[src/hw/dcl_pkg.sv]
package dcl_pkg;

  // ----------------------------------------------------------------
  // Link timing
  // ----------------------------------------------------------------
  localparam int CLK_HZ      = 10_000_000;
  localparam int BAUD_BPS    = 115200;
  localparam int BIT_CYC     = CLK_HZ / BAUD_BPS;
  localparam int HALF_BIT    = BIT_CYC / 2;
  localparam int RX_TMO_DEF  = 100_000;

  // ----------------------------------------------------------------
  // Message and command codes
  // ----------------------------------------------------------------
  localparam logic [7:0] MSG_WRONG      = 8'h58;
  localparam logic [7:0] MSG_WAIT       = 8'h57;
  localparam logic [7:0] MSG_READY      = 8'h53;
  localparam logic [7:0] MSG_TIMEOUT    = 8'h54;
  localparam logic [7:0] MSG_TOUCH      = 8'h50;
  localparam logic [7:0] RSV_LO         = 8'h50;
  localparam logic [7:0] RSV_HI         = 8'h5f;
  localparam logic [7:0] BULK_LEAD0     = 8'h55;
  localparam logic [7:0] BULK_LEAD1     = 8'haa;
  localparam logic [7:0] STORAGE_IMAGE_WRITE_CMD    = 8'h21;
  localparam logic [7:0] DISPLAY_BLOCK_TRANSFER_CMD = 8'h24;
  localparam logic [7:0] STORAGE_IMAGE_SHOW_CMD     = 8'h22;
  localparam logic [7:0] TOUCH_POLL_CMD             = 8'h03;

  // ----------------------------------------------------------------
  // Frame layout
  // ----------------------------------------------------------------
  localparam int         MAX_PARAMS    = 8;
  localparam logic [3:0] PARAM_LEN_DEF = 4'h4;

  typedef struct packed {
    logic [7:0]              code;
    logic [MAX_PARAMS*8-1:0] params;
    logic [3:0]              nparams;
  } cmd_s;

  typedef struct packed {
    logic [15:0] x;
    logic [15:0] y;
  } touch_s;

  // Parameter count per function code; replace with the real table
  function automatic logic [3:0] param_len(input logic [7:0] code);
    if (code == TOUCH_POLL_CMD) begin
      param_len = 4'h0;
    end else begin
      param_len = PARAM_LEN_DEF;
    end
  endfunction

  // Replaceable checksum step: 8-bit wrapping sum
  function automatic logic [7:0] csum_add(input logic [7:0] acc,
                                          input logic [7:0] b);
    csum_add = acc + b;
  endfunction

endpackage

[src/hw/uart_display_command_link.sv]
// Overview of operation
// - Link fixed at 115200 baud, 8N1
// - Verify checksum before dispatching the command
// - Codes 0x50 to 0x5F never commands
// - Good command: execute and echo function code
// - Good bulk frame answered 0x55 0xAA
// - Error: code then function code or 0x55 0xAA
// - Checksum error 0x58, timeout 0x54; host resends
// - Leaving a busy spell begun mid-frame sends 0x53 plus stage tail
// - Touch reported as 0x50, X, Y
// - No touch reports during bulk stage
// - Only 0x21 and 0x24 start bulk stage
// - Bulk: 0x55 0xAA, length minus one, data
`timescale 1ns/1ps
module uart_display_command_link
  import dcl_pkg::*;
#(
  parameter int RX_TMO_CYC = RX_TMO_DEF
) (
  // Clock and reset
  input  wire logic   mclk,
  input  wire logic   arst_n,
  // Serial link
  input  wire logic   rxd,
  output logic        txd,
  // Command dispatch
  output logic        cmd_valid,
  output cmd_s        cmd,
  input  wire logic   engine_busy,
  // Bulk data
  output logic        bulk_valid,
  output logic [7:0]  bulk_byte,
  output logic        bulk_done,
  output logic        bulk_ok,
  // Touch events
  input  wire logic   touch_valid,
  input  wire touch_s touch
);

  typedef enum logic [2:0] {
    S_IDLE  = 3'b000, S_PARAM = 3'b001, S_CSUM  = 3'b011,
    S_BWAIT = 3'b010, S_BAA   = 3'b110, S_BLEN  = 3'b111,
    S_BDATA = 3'b101, S_BCSUM = 3'b100
  } frame_e;

  frame_e      state_reg;
  logic        rx_act_reg, rx_stb_reg, tx_act_reg, txd_reg;
  logic [15:0] rx_cnt_reg, tx_cnt_reg;
  logic [3:0]  rx_bit_reg, tx_bit_reg, pcnt_reg, need_reg;
  logic [7:0]  rx_sh_reg, rx_byte_reg, sum_reg, len_reg, bcnt_reg;
  logic [8:0]  tx_sh_reg;
  logic [31:0] tmo_reg;
  logic        resp_pend_reg, resp_has_hdr_reg, resp_bulk_reg;
  logic [7:0]  resp_hdr_reg;
  logic        note_pend_reg, waited_reg, busy_q_reg;
  logic [7:0]  note_hdr_reg;
  logic        touch_pend_reg;
  touch_s      touch_reg;
  logic [39:0] msg_reg, msg_next;
  logic [2:0]  left_reg, len_next;
  logic [15:0] tail;
  logic [1:0]  tail_len;
  logic        in_bulk, msg_free, take_resp, take_note, take_touch;
  logic        csum_hit, tmo_hit, reserved, tail_bulk, has_hdr;
  logic [7:0]  hdr;

  assign txd      = txd_reg;
  assign in_bulk  = state_reg inside {S_BWAIT, S_BAA, S_BLEN, S_BDATA,
                                      S_BCSUM};
  assign csum_hit = (rx_byte_reg == sum_reg);
  assign reserved = (rx_byte_reg >= RSV_LO) && (rx_byte_reg <= RSV_HI);
  assign tmo_hit  = (tmo_reg == 32'(RX_TMO_CYC - 1));

  // ----------------------------------------------------------------
  // Serial receiver
  // ----------------------------------------------------------------
  always_ff @(posedge mclk or negedge arst_n) begin
    if (!arst_n) begin
      rx_act_reg  <= 1'b0;
      rx_stb_reg  <= 1'b0;
      rx_cnt_reg  <= 16'h0;
      rx_bit_reg  <= 4'h0;
      rx_sh_reg   <= 8'h00;
      rx_byte_reg <= 8'h00;
    end else begin
      rx_stb_reg <= 1'b0;
      if (!rx_act_reg) begin
        if (!rxd) begin
          rx_act_reg <= 1'b1;
          rx_cnt_reg <= 16'(HALF_BIT);
          rx_bit_reg <= 4'h0;
        end
      end else if (rx_cnt_reg != 16'h0) begin
        rx_cnt_reg <= rx_cnt_reg - 16'h1;
      end else begin
        rx_cnt_reg <= 16'(BIT_CYC - 1);
        if (rx_bit_reg == 4'h0) begin
          // A glitch that is gone by mid-bit is not a start bit
          rx_act_reg <= ~rxd;
          rx_bit_reg <= 4'h1;
        end else if (rx_bit_reg < 4'h9) begin
          rx_sh_reg  <= {rxd, rx_sh_reg[7:1]};
          rx_bit_reg <= rx_bit_reg + 4'h1;
        end else begin
          rx_act_reg  <= 1'b0;
          rx_stb_reg  <= rxd;
          rx_byte_reg <= rx_sh_reg;
        end
      end
    end
  end

  // ----------------------------------------------------------------
  // Frame parser and answers
  // ----------------------------------------------------------------
  always_ff @(posedge mclk or negedge arst_n) begin
    if (!arst_n) begin
      state_reg        <= S_IDLE;
      cmd              <= '0;
      cmd_valid        <= 1'b0;
      bulk_valid       <= 1'b0;
      bulk_byte        <= 8'h00;
      bulk_done        <= 1'b0;
      bulk_ok          <= 1'b0;
      pcnt_reg         <= 4'h0;
      need_reg         <= 4'h0;
      sum_reg          <= 8'h00;
      len_reg          <= 8'h00;
      bcnt_reg         <= 8'h00;
      tmo_reg          <= 32'h0;
      resp_pend_reg    <= 1'b0;
      resp_has_hdr_reg <= 1'b0;
      resp_bulk_reg    <= 1'b0;
      resp_hdr_reg     <= 8'h00;
    end else begin
      cmd_valid  <= 1'b0;
      bulk_valid <= 1'b0;
      bulk_done  <= 1'b0;
      if (take_resp) begin
        resp_pend_reg <= 1'b0;
      end
      // Host may sit idle between stages, so no timeout there
      if (rx_stb_reg || state_reg == S_IDLE || state_reg == S_BWAIT) begin
        tmo_reg <= 32'h0;
      end else if (!engine_busy) begin
        tmo_reg <= tmo_reg + 32'h1;
      end
      if (tmo_hit && !rx_stb_reg && !engine_busy &&
          state_reg != S_IDLE && state_reg != S_BWAIT) begin
        resp_pend_reg    <= 1'b1;
        resp_has_hdr_reg <= 1'b1;
        resp_hdr_reg     <= MSG_TIMEOUT;
        resp_bulk_reg    <= in_bulk;
        state_reg        <= in_bulk ? S_BWAIT : S_IDLE;
      end else if (rx_stb_reg) begin
        unique case (state_reg)
          S_IDLE: begin
            if (!reserved) begin
              cmd.code    <= rx_byte_reg;
              cmd.nparams <= param_len(rx_byte_reg);
              need_reg    <= param_len(rx_byte_reg);
              sum_reg     <= rx_byte_reg;
              pcnt_reg    <= 4'h0;
              state_reg   <= (param_len(rx_byte_reg) == 4'h0) ? S_CSUM
                                                              : S_PARAM;
            end
          end
          S_PARAM: begin
            cmd.params[pcnt_reg[2:0]*8 +: 8] <= rx_byte_reg;
            sum_reg  <= csum_add(sum_reg, rx_byte_reg);
            pcnt_reg <= pcnt_reg + 4'h1;
            if (pcnt_reg == need_reg - 4'h1) begin
              state_reg <= S_CSUM;
            end
          end
          S_CSUM: begin
            resp_pend_reg <= 1'b1;
            resp_bulk_reg <= 1'b0;
            if (csum_hit) begin
              cmd_valid        <= 1'b1;
              resp_has_hdr_reg <= 1'b0;
              // Host holds write data until the echo has gone out
              state_reg <= (cmd.code == STORAGE_IMAGE_WRITE_CMD ||
                            cmd.code == DISPLAY_BLOCK_TRANSFER_CMD)
                           ? S_BWAIT : S_IDLE;
            end else begin
              resp_has_hdr_reg <= 1'b1;
              resp_hdr_reg     <= MSG_WRONG;
              state_reg        <= S_IDLE;
            end
          end
          S_BWAIT: begin
            if (rx_byte_reg == BULK_LEAD0) begin
              sum_reg   <= rx_byte_reg;
              state_reg <= S_BAA;
            end
          end
          S_BAA: begin
            sum_reg   <= csum_add(sum_reg, rx_byte_reg);
            state_reg <= (rx_byte_reg == BULK_LEAD1) ? S_BLEN : S_BWAIT;
          end
          S_BLEN: begin
            sum_reg   <= csum_add(sum_reg, rx_byte_reg);
            len_reg   <= rx_byte_reg;
            bcnt_reg  <= 8'h00;
            state_reg <= S_BDATA;
          end
          S_BDATA: begin
            sum_reg    <= csum_add(sum_reg, rx_byte_reg);
            bulk_valid <= 1'b1;
            bulk_byte  <= rx_byte_reg;
            bcnt_reg   <= bcnt_reg + 8'h01;
            if (bcnt_reg == len_reg) begin
              state_reg <= S_BCSUM;
            end
          end
          S_BCSUM: begin
            bulk_done        <= 1'b1;
            bulk_ok          <= csum_hit;
            resp_pend_reg    <= 1'b1;
            resp_bulk_reg    <= 1'b1;
            resp_has_hdr_reg <= ~csum_hit;
            resp_hdr_reg     <= MSG_WRONG;
            state_reg        <= csum_hit ? S_IDLE : S_BWAIT;
          end
        endcase
      end
    end
  end

  // ----------------------------------------------------------------
  // Busy and ready notices
  // ----------------------------------------------------------------
  always_ff @(posedge mclk or negedge arst_n) begin
    if (!arst_n) begin
      busy_q_reg    <= 1'b0;
      waited_reg    <= 1'b0;
      note_pend_reg <= 1'b0;
      note_hdr_reg  <= 8'h00;
    end else begin
      busy_q_reg <= engine_busy;
      if (take_note) begin
        note_pend_reg <= 1'b0;
      end
      if (engine_busy && !busy_q_reg && state_reg != S_IDLE) begin
        note_pend_reg <= 1'b1;
        note_hdr_reg  <= MSG_WAIT;
        waited_reg    <= 1'b1;
      end else if (!engine_busy && busy_q_reg && waited_reg) begin
        note_pend_reg <= 1'b1;
        note_hdr_reg  <= MSG_READY;
        waited_reg    <= 1'b0;
      end
    end
  end

  // ----------------------------------------------------------------
  // Touch capture
  // ----------------------------------------------------------------
  always_ff @(posedge mclk or negedge arst_n) begin
    if (!arst_n) begin
      touch_pend_reg <= 1'b0;
      touch_reg      <= '0;
    end else begin
      if (take_touch || in_bulk) begin
        touch_pend_reg <= 1'b0;
      end
      if (touch_valid && !in_bulk) begin
        touch_pend_reg <= 1'b1;
        touch_reg      <= touch;
      end
    end
  end

  // ----------------------------------------------------------------
  // Message builder; protocol answers outrank notices and touches
  // ----------------------------------------------------------------
  assign msg_free   = !tx_act_reg && left_reg == 3'h0;
  assign take_resp  = msg_free && resp_pend_reg;
  assign take_note  = msg_free && !resp_pend_reg && note_pend_reg;
  assign take_touch = msg_free && !resp_pend_reg && !note_pend_reg &&
                      touch_pend_reg && !in_bulk;

  always_comb begin
    tail_bulk = take_resp ? resp_bulk_reg : in_bulk;
    has_hdr   = take_resp ? resp_has_hdr_reg : 1'b1;
    hdr       = take_resp ? resp_hdr_reg : note_hdr_reg;
    tail      = tail_bulk ? {BULK_LEAD0, BULK_LEAD1} : {cmd.code, 8'h00};
    tail_len  = tail_bulk ? 2'd2 : 2'd1;
    if (take_touch) begin
      msg_next = {MSG_TOUCH, touch_reg.x, touch_reg.y};
      len_next = 3'd5;
    end else if (has_hdr) begin
      msg_next = {hdr, tail, 16'h0000};
      len_next = 3'(tail_len) + 3'd1;
    end else begin
      msg_next = {tail, 24'h000000};
      len_next = 3'(tail_len);
    end
  end

  // ----------------------------------------------------------------
  // Serial transmitter
  // ----------------------------------------------------------------
  always_ff @(posedge mclk or negedge arst_n) begin
    if (!arst_n) begin
      tx_act_reg <= 1'b0;
      txd_reg    <= 1'b1;
      tx_cnt_reg <= 16'h0;
      tx_bit_reg <= 4'h0;
      tx_sh_reg  <= 9'h1ff;
      msg_reg    <= 40'h0;
      left_reg   <= 3'h0;
    end else if (!tx_act_reg) begin
      if (left_reg != 3'h0) begin
        txd_reg    <= 1'b0;
        tx_sh_reg  <= {1'b1, msg_reg[39:32]};
        tx_bit_reg <= 4'h9;
        tx_cnt_reg <= 16'(BIT_CYC - 1);
        tx_act_reg <= 1'b1;
        msg_reg    <= {msg_reg[31:0], 8'h00};
        left_reg   <= left_reg - 3'h1;
      end else if (take_resp || take_note || take_touch) begin
        msg_reg  <= msg_next;
        left_reg <= len_next;
      end
    end else if (tx_cnt_reg != 16'h0) begin
      tx_cnt_reg <= tx_cnt_reg - 16'h1;
    end else if (tx_bit_reg == 4'h0) begin
      tx_act_reg <= 1'b0;
    end else begin
      txd_reg    <= tx_sh_reg[0];
      tx_sh_reg  <= {1'b1, tx_sh_reg[8:1]};
      tx_bit_reg <= tx_bit_reg - 4'h1;
      tx_cnt_reg <= 16'(BIT_CYC - 1);
    end
  end
endmodule

[config.mk]
export PLATFORM = sky130hd
export DESIGN_NAME = uart_display_command_link
export DESIGN_NICKNAME = d
export VERILOG_FILES = /design/src/hw/dcl_pkg.sv /design/src/hw/uart_display_command_link.sv
export SDC_FILE = /design/constraint.sdc
export NUM_CORES = 1
export LEC_CHECK = 0
export ABC_AREA = 0
export BUFFER_PORTS_ARGS = -buffer_cell sky130_fd_sc_hd__buf_2
export CAP_MARGIN = 20
export CORE_MARGIN = 1
export CORE_UTILIZATION = 35
export DETAILED_ROUTE_END_ITERATION = 7
export GPL_TIMING_DRIVEN = 0
export PLACE_DENSITY = 0.55
export SETUP_SLACK_MARGIN = 0.5
export SLEW_MARGIN = 5
export SYNTH_ARGS = -nofsm -noshare
export SYNTH_HDL_FRONTEND = slang
export SYNTH_SLANG_ARGS = --single-unit
[constraint.sdc]
create_clock -name mclk -period 3.2 [get_ports mclk]
set_clock_uncertainty 0.1 [all_clocks]
set_input_delay 0.16 -clock mclk [delete_from_list [all_inputs] [get_ports mclk]]
set_output_delay 0.16 -clock mclk [all_outputs]
set_load 0.02 [all_outputs]
==> After elaboration in Yosys (flattened, before gate mapping) <==
Cells that the tools add are included.
{ "word_totals": {"reg_bits": 318, "in_bits": 37, "out_inout_bits": 89, "wordCells": 274} }
{ "classes": {"add_sub_neg": 12, "magnitude_cmp": 3, "eq_ne": 31, "shifts": 2, "mux": 111, "n_bitwise": 8, "reduce_logical": 69} }
{ "op_table": {"columns": ["operator", "n"], "rows": [
  ["40-bit two-way mux", 4],
  ["16-bit two-way mux", 8],
  ["64-bit bitwise mux", 1],
  ["32-bit two-way mux", 2],
  ["8-bit two-way mux", 8],
  ["8-bit by 34-bit variable shift with 64-bit output, first input constant", 1],
  ["8-bit by 34-bit variable part select with 64-bit output", 1],
  ["4-bit two-way mux", 14],
  ["1-bit two-way mux", 45],
  ["3-bit two-way mux", 12],
  ["9-bit two-way mux", 4],
  ["6-bit negator with 34-bit output", 1],
  ["32-bit by 1-bit adder with 32-bit output, second input constant", 1],
  ["32-bit by 17-bit == test with 1-bit output, second input constant", 1],
  ["8-bit case mux with 2 select lines", 2],
  ["16-bit nonzero test", 2],
  ["16-bit by 1-bit subtractor with 16-bit output, second input constant", 2],
  ["3-bit case mux with 8 select lines", 1],
  ["8-bit case mux with 3 select lines", 1],
  ["3-bit AND reduction", 8],
  ["1-bit logical AND", 17],
  ["8-bit by 6-bit == test with 1-bit output, second input constant", 2],
  ["8-bit == test", 2],
  ["4-bit AND reduction", 4],
  ["36 further kinds", 92]
]} }

==> Depth between registers and ports, before layout <==
{ "logic_depth": {"ltp_word": 12, "ltp_mapped": 11} }

==> Worst setup path after synthesis <==
OpenSTA, ideal clock, no wires.
{ "synth_timing": {"kind": "reg2reg", "startpoint": "register rx_cnt_reg[0]", "endpoint": "register rx_sh_reg[0]", "setup_ns": 0.125, "t_arrival_ns": 2.547, "setup_slack_ns": 0.428, "stages_incl_launch_ff": 9, "period_less_slack_ns": 2.772, "cell_sequence": "dfrtp_1 -> inv_1 -> ha_1 -> or3b_2 -> or4_1 -> buf_2 -> or4_1 -> buf_6 -> mux2_4"} }
{ "synth_via": {"elab_chain_len": 3} }
{ "synth_lines": {"columns": ["element", "line_no", "source"], "rows": [
  ["start, declared", "uart_display_command_link.sv:48", "logic [15:0] rx_cnt_reg, tx_cnt_reg;"],
  ["start signal, assigned", "uart_display_command_link.sv:90", "rx_cnt_reg <= 16'(HALF_BIT);"],
  ["start signal, assigned", "uart_display_command_link.sv:94", "rx_cnt_reg <= rx_cnt_reg - 16'h1;"],
  ["start signal, assigned", "uart_display_command_link.sv:96", "rx_cnt_reg <= 16'(BIT_CYC - 1);"],
  ["16-bit nonzero test", "uart_display_command_link.sv:93", "end else if (rx_cnt_reg != 16'h0) begin"],
  ["1-bit inverter (no line)", null, null],
  ["4-bit AND reduction (no line)", null, null],
  ["end signal, assigned", "uart_display_command_link.sv:102", "rx_sh_reg <= {rxd, rx_sh_reg[7:1]};"],
  ["end, declared", "uart_display_command_link.sv:50", "logic [7:0] rx_sh_reg, rx_byte_reg, sum_reg, len_reg, bcnt_reg;"]
]} }
Every way passes these cells.
A chain may end at the register's enable or synchronous reset.

==> Final worst setup path <==
{ "layout_timing": {"startpoint": "register rx_cnt_reg[1]", "endpoint": "register rx_sh_reg[0]"} }
The elaborated chain is that of the path after synthesis.

==> reports/qor.yml <==
clock_tree:
  clk_latency_ps: 530
  clock-sinks: 302
  htreeDepth: 2
  clock_path_buffers: 3
  cts_root_buf: "clkbuf_16"
  cts_buffers: 36
  cts.clk_slew.worst_paths_ps: 60
  tritoncts: "yes"
status:
  status: "finished, final reports clean"
critical_path:
  end_kind: "flop"
  reg2reg_depth: 8
  cp_top_family: "simple AND/OR/NAND/NOR gates"
  required_ps: 3510
  crit_path_top_delay_cell: "or4_4"
  critical_path.reg2reg.endpoint: "rx_sh_reg[0]"
  crit_top_cell: "or4_4"
  path_max_fanout: 8
  reg2reg_slack_ps: 460
  r2r-start: "rx_cnt_reg[1]"
  crit_arrival_ps: 3050
  crit_chain: "inv_2, ha_4, or3b_4, or4_4, buf_6, or4_4, buf_8, mux2_4"
  critPathBufInv: 3
  cp.depth: 8
  crit_type: "reg -> reg"
  critPathLaunchType: "flop"
  cpPeakStageDelay_ps: 510
logic_synthesis:
  synth_area_per_cell_um2: 10.5
  ys_ff_latch: 302
  synth_top_area_cell: "dfrtp_1"
  synth_top_cell_area_share_pct: 52.3
  ys_seq_area_share_pct: 54.0
  syn_area_mm2: 0.0140
  ys_top_cells_by_count: "dfrtp_1, nand2_1, nor2_1"
  synthesis.instances: 1330
  ys_types: 76
  ys_warn_count: 0
  synth_enable_flop_cells: 0
  async_reset_ff_share_pct: 100
  synth-main-ff-cell: "dfrtp_1"
  ys_top_cells_by_area: "dfrtp_1, mux2_2, nand2_1"
  synth.most_common_cell: "dfrtp_1"
routing:
  drc: 0
  first_pass_iters: 5
  routed_wl_mm: 36.1
  detail_route.wl_per_cell_um: 17.2
  postRouteAntennaNets: 0
  vias_per_cell: 5.10
  drt_iter0_drc: 650
  dr_total_vias: 10736
place:
  dp_cells: 1974
  gp_congestion: 0.806
  place_ws_ps: -141
  numPortBuffers: 122
  hpwl_mm: 24.4
  place_area_mm2: 0.0154
global_route:
  grt_first_pass_wirelength_mm: 59.2
  antenna_found_initial: 0
  grt_max_degree: 114
  grt_usage_pct: 17.9
  overflow: 0
  grt_pass1_vias: 10822
timing:
  fin_setup_tns_ps: 0
  clock.fmax_mhz: 364
  max_slew_margin_pct: 38.9
  finalCritPeriodShare_pct: 85.8
  setup_slack_ps: 455
  slew_violations: 0
  tightest_slew_ps: 916
  hold_violations: 0
  finalSetupViolCount: 0
  grt_setup_unrepaired: "true"
  period_needed_ps: 2740
finish:
  num-fill-cells: 3774
  final_area_mm2: 0.0174
  finalNetCount: 1625
  antenna_cells: 0
  ff_latch_area_mm2: 0.00757
  drive_above_1_share_pct: 25.7
  multi_input_area_mm2: 0.00624
  finalNonFillerCells: 2105
  largest_reg_flops: 72
  final_util_pct: 44.4
  area_delta_synth_final_pct: 24.0
floorplanning:
  core_region_area_mm2: 0.0391
  rows: 72
  dieHeight_um: 202
  dieArea_mm2: 0.0408
  start_util_pct: 35.8
  die_w_um: 202
  pin_count: 126
power_and_ir_drop:
  power_density_mw_per_mm2: 510
  vdd_ir_drop_max_uv: 379
  p_leak_nw: 8.32
flow_run:
  cap_violations: 0
worst_hold_path:
  min_path_type: "in -> async"
## cells in the final DEF, fill, tap and decap left out, drive strengths merged, types with 8 or more instances in the layout
cell type / instances
and3: 8
clkbuf: 108
nor4: 16
dfstp: 9
nor2b: 13
a21oi: 28
a22o: 8
o21ai: 98
dlygate4sd3: 36
nand2: 159
or4: 12
a31oi: 11
mux2: 103
mux2i: 14
dfrtp: 293
a211oi: 8
nand2b: 10
nand3: 41
a221oi: 24
xnor2: 26
xor2: 40
buf: 172
or3: 8
nor2: 140
nor3: 21
nand4: 19
inv: 38
ha: 23
## kinds of logic (layout without fill, tap and decap cells)
family | after synthesis | after routing | share of synthesized area, %
AND/OR/NAND/NOR | 479 | 479 | 16.2
other | 1 | 3 | 0.0268
multiplexers | 117 | 117 | 9.49
XOR/XNOR | 66 | 66 | 4.13
flip-flops | 302 | 302 | 54.0
AO/OA/AOI/OAI | 233 | 233 | 10.8
buffers and inverters | 108 | 363 | 3.05
adder cells (fa/ha/maj) | 24 | 24 | 2.20
## worst max-delay path by stage
stage               slack, ps      endpoint          start
detailed placement       -140   msg_reg[17]    left_reg[0]
floorplan                 510  rx_sh_reg[0]  rx_cnt_reg[0]
global placement        -4000        cmd[4]         arst_n
finish                    460  rx_sh_reg[0]  rx_cnt_reg[1]
global route              400  rx_sh_reg[0]  rx_cnt_reg[0]
CTS                       470  rx_sh_reg[0]  rx_cnt_reg[0]
## area by class of cell
class | count | area share, %
Multi-Input combinational cell | 922 | 35.9
Sequential cell | 302 | 43.6
Inverter | 38 | 0.864
Tap cell | 518 | 3.73
Clock inverter | 9 | 0.655
Clock buffer | 52 | 5.94
Timing Repair Buffer | 194 | 7.43
Buffer | 70 | 1.93
## stage by stage
| step | total power [mW] | hold slack, ps |
|---|---|---|
| 6_report | 8.87 | 163 |
| 3_3_place_gp | 4.73 | 184 |
| 3_5_place_dp | 4.76 | 145 |
| 2_1_floorplan | 4.54 | -236 |
| 5_1_grt | 9.24 | 219 |
| 4_1_cts | 8.95 | 186 |
## what timing repair did
| action | in CTS | in global routing |
|---|---|---|
| hold endpoints to repair | 128 | 0 |
| resized for setup | 35 | 69 |
| pin swaps | 6 | 6 |
| buffers inserted | 22 | 12 |
| hold buffers | 36 | 0 |
| endpoints found under the setup margin | 166 | 172 |
## routing by layer
layer	track usage (%)	part of all wire (%)
met2	29.5	47
met5	0	0
met4	4.82	2.4
met3	2.81	3.7
met1	24.5	47
## power breakdown
part,switching (mW),internal (mW),total [mW]
sequential,0.183,3.99,4.17
combinational,0.322,0.340,0.661
clock,1.63,2.41,4.04
total,2.14,6.73,8.87
Note: power is estimated with default switching activity, not from simulation.
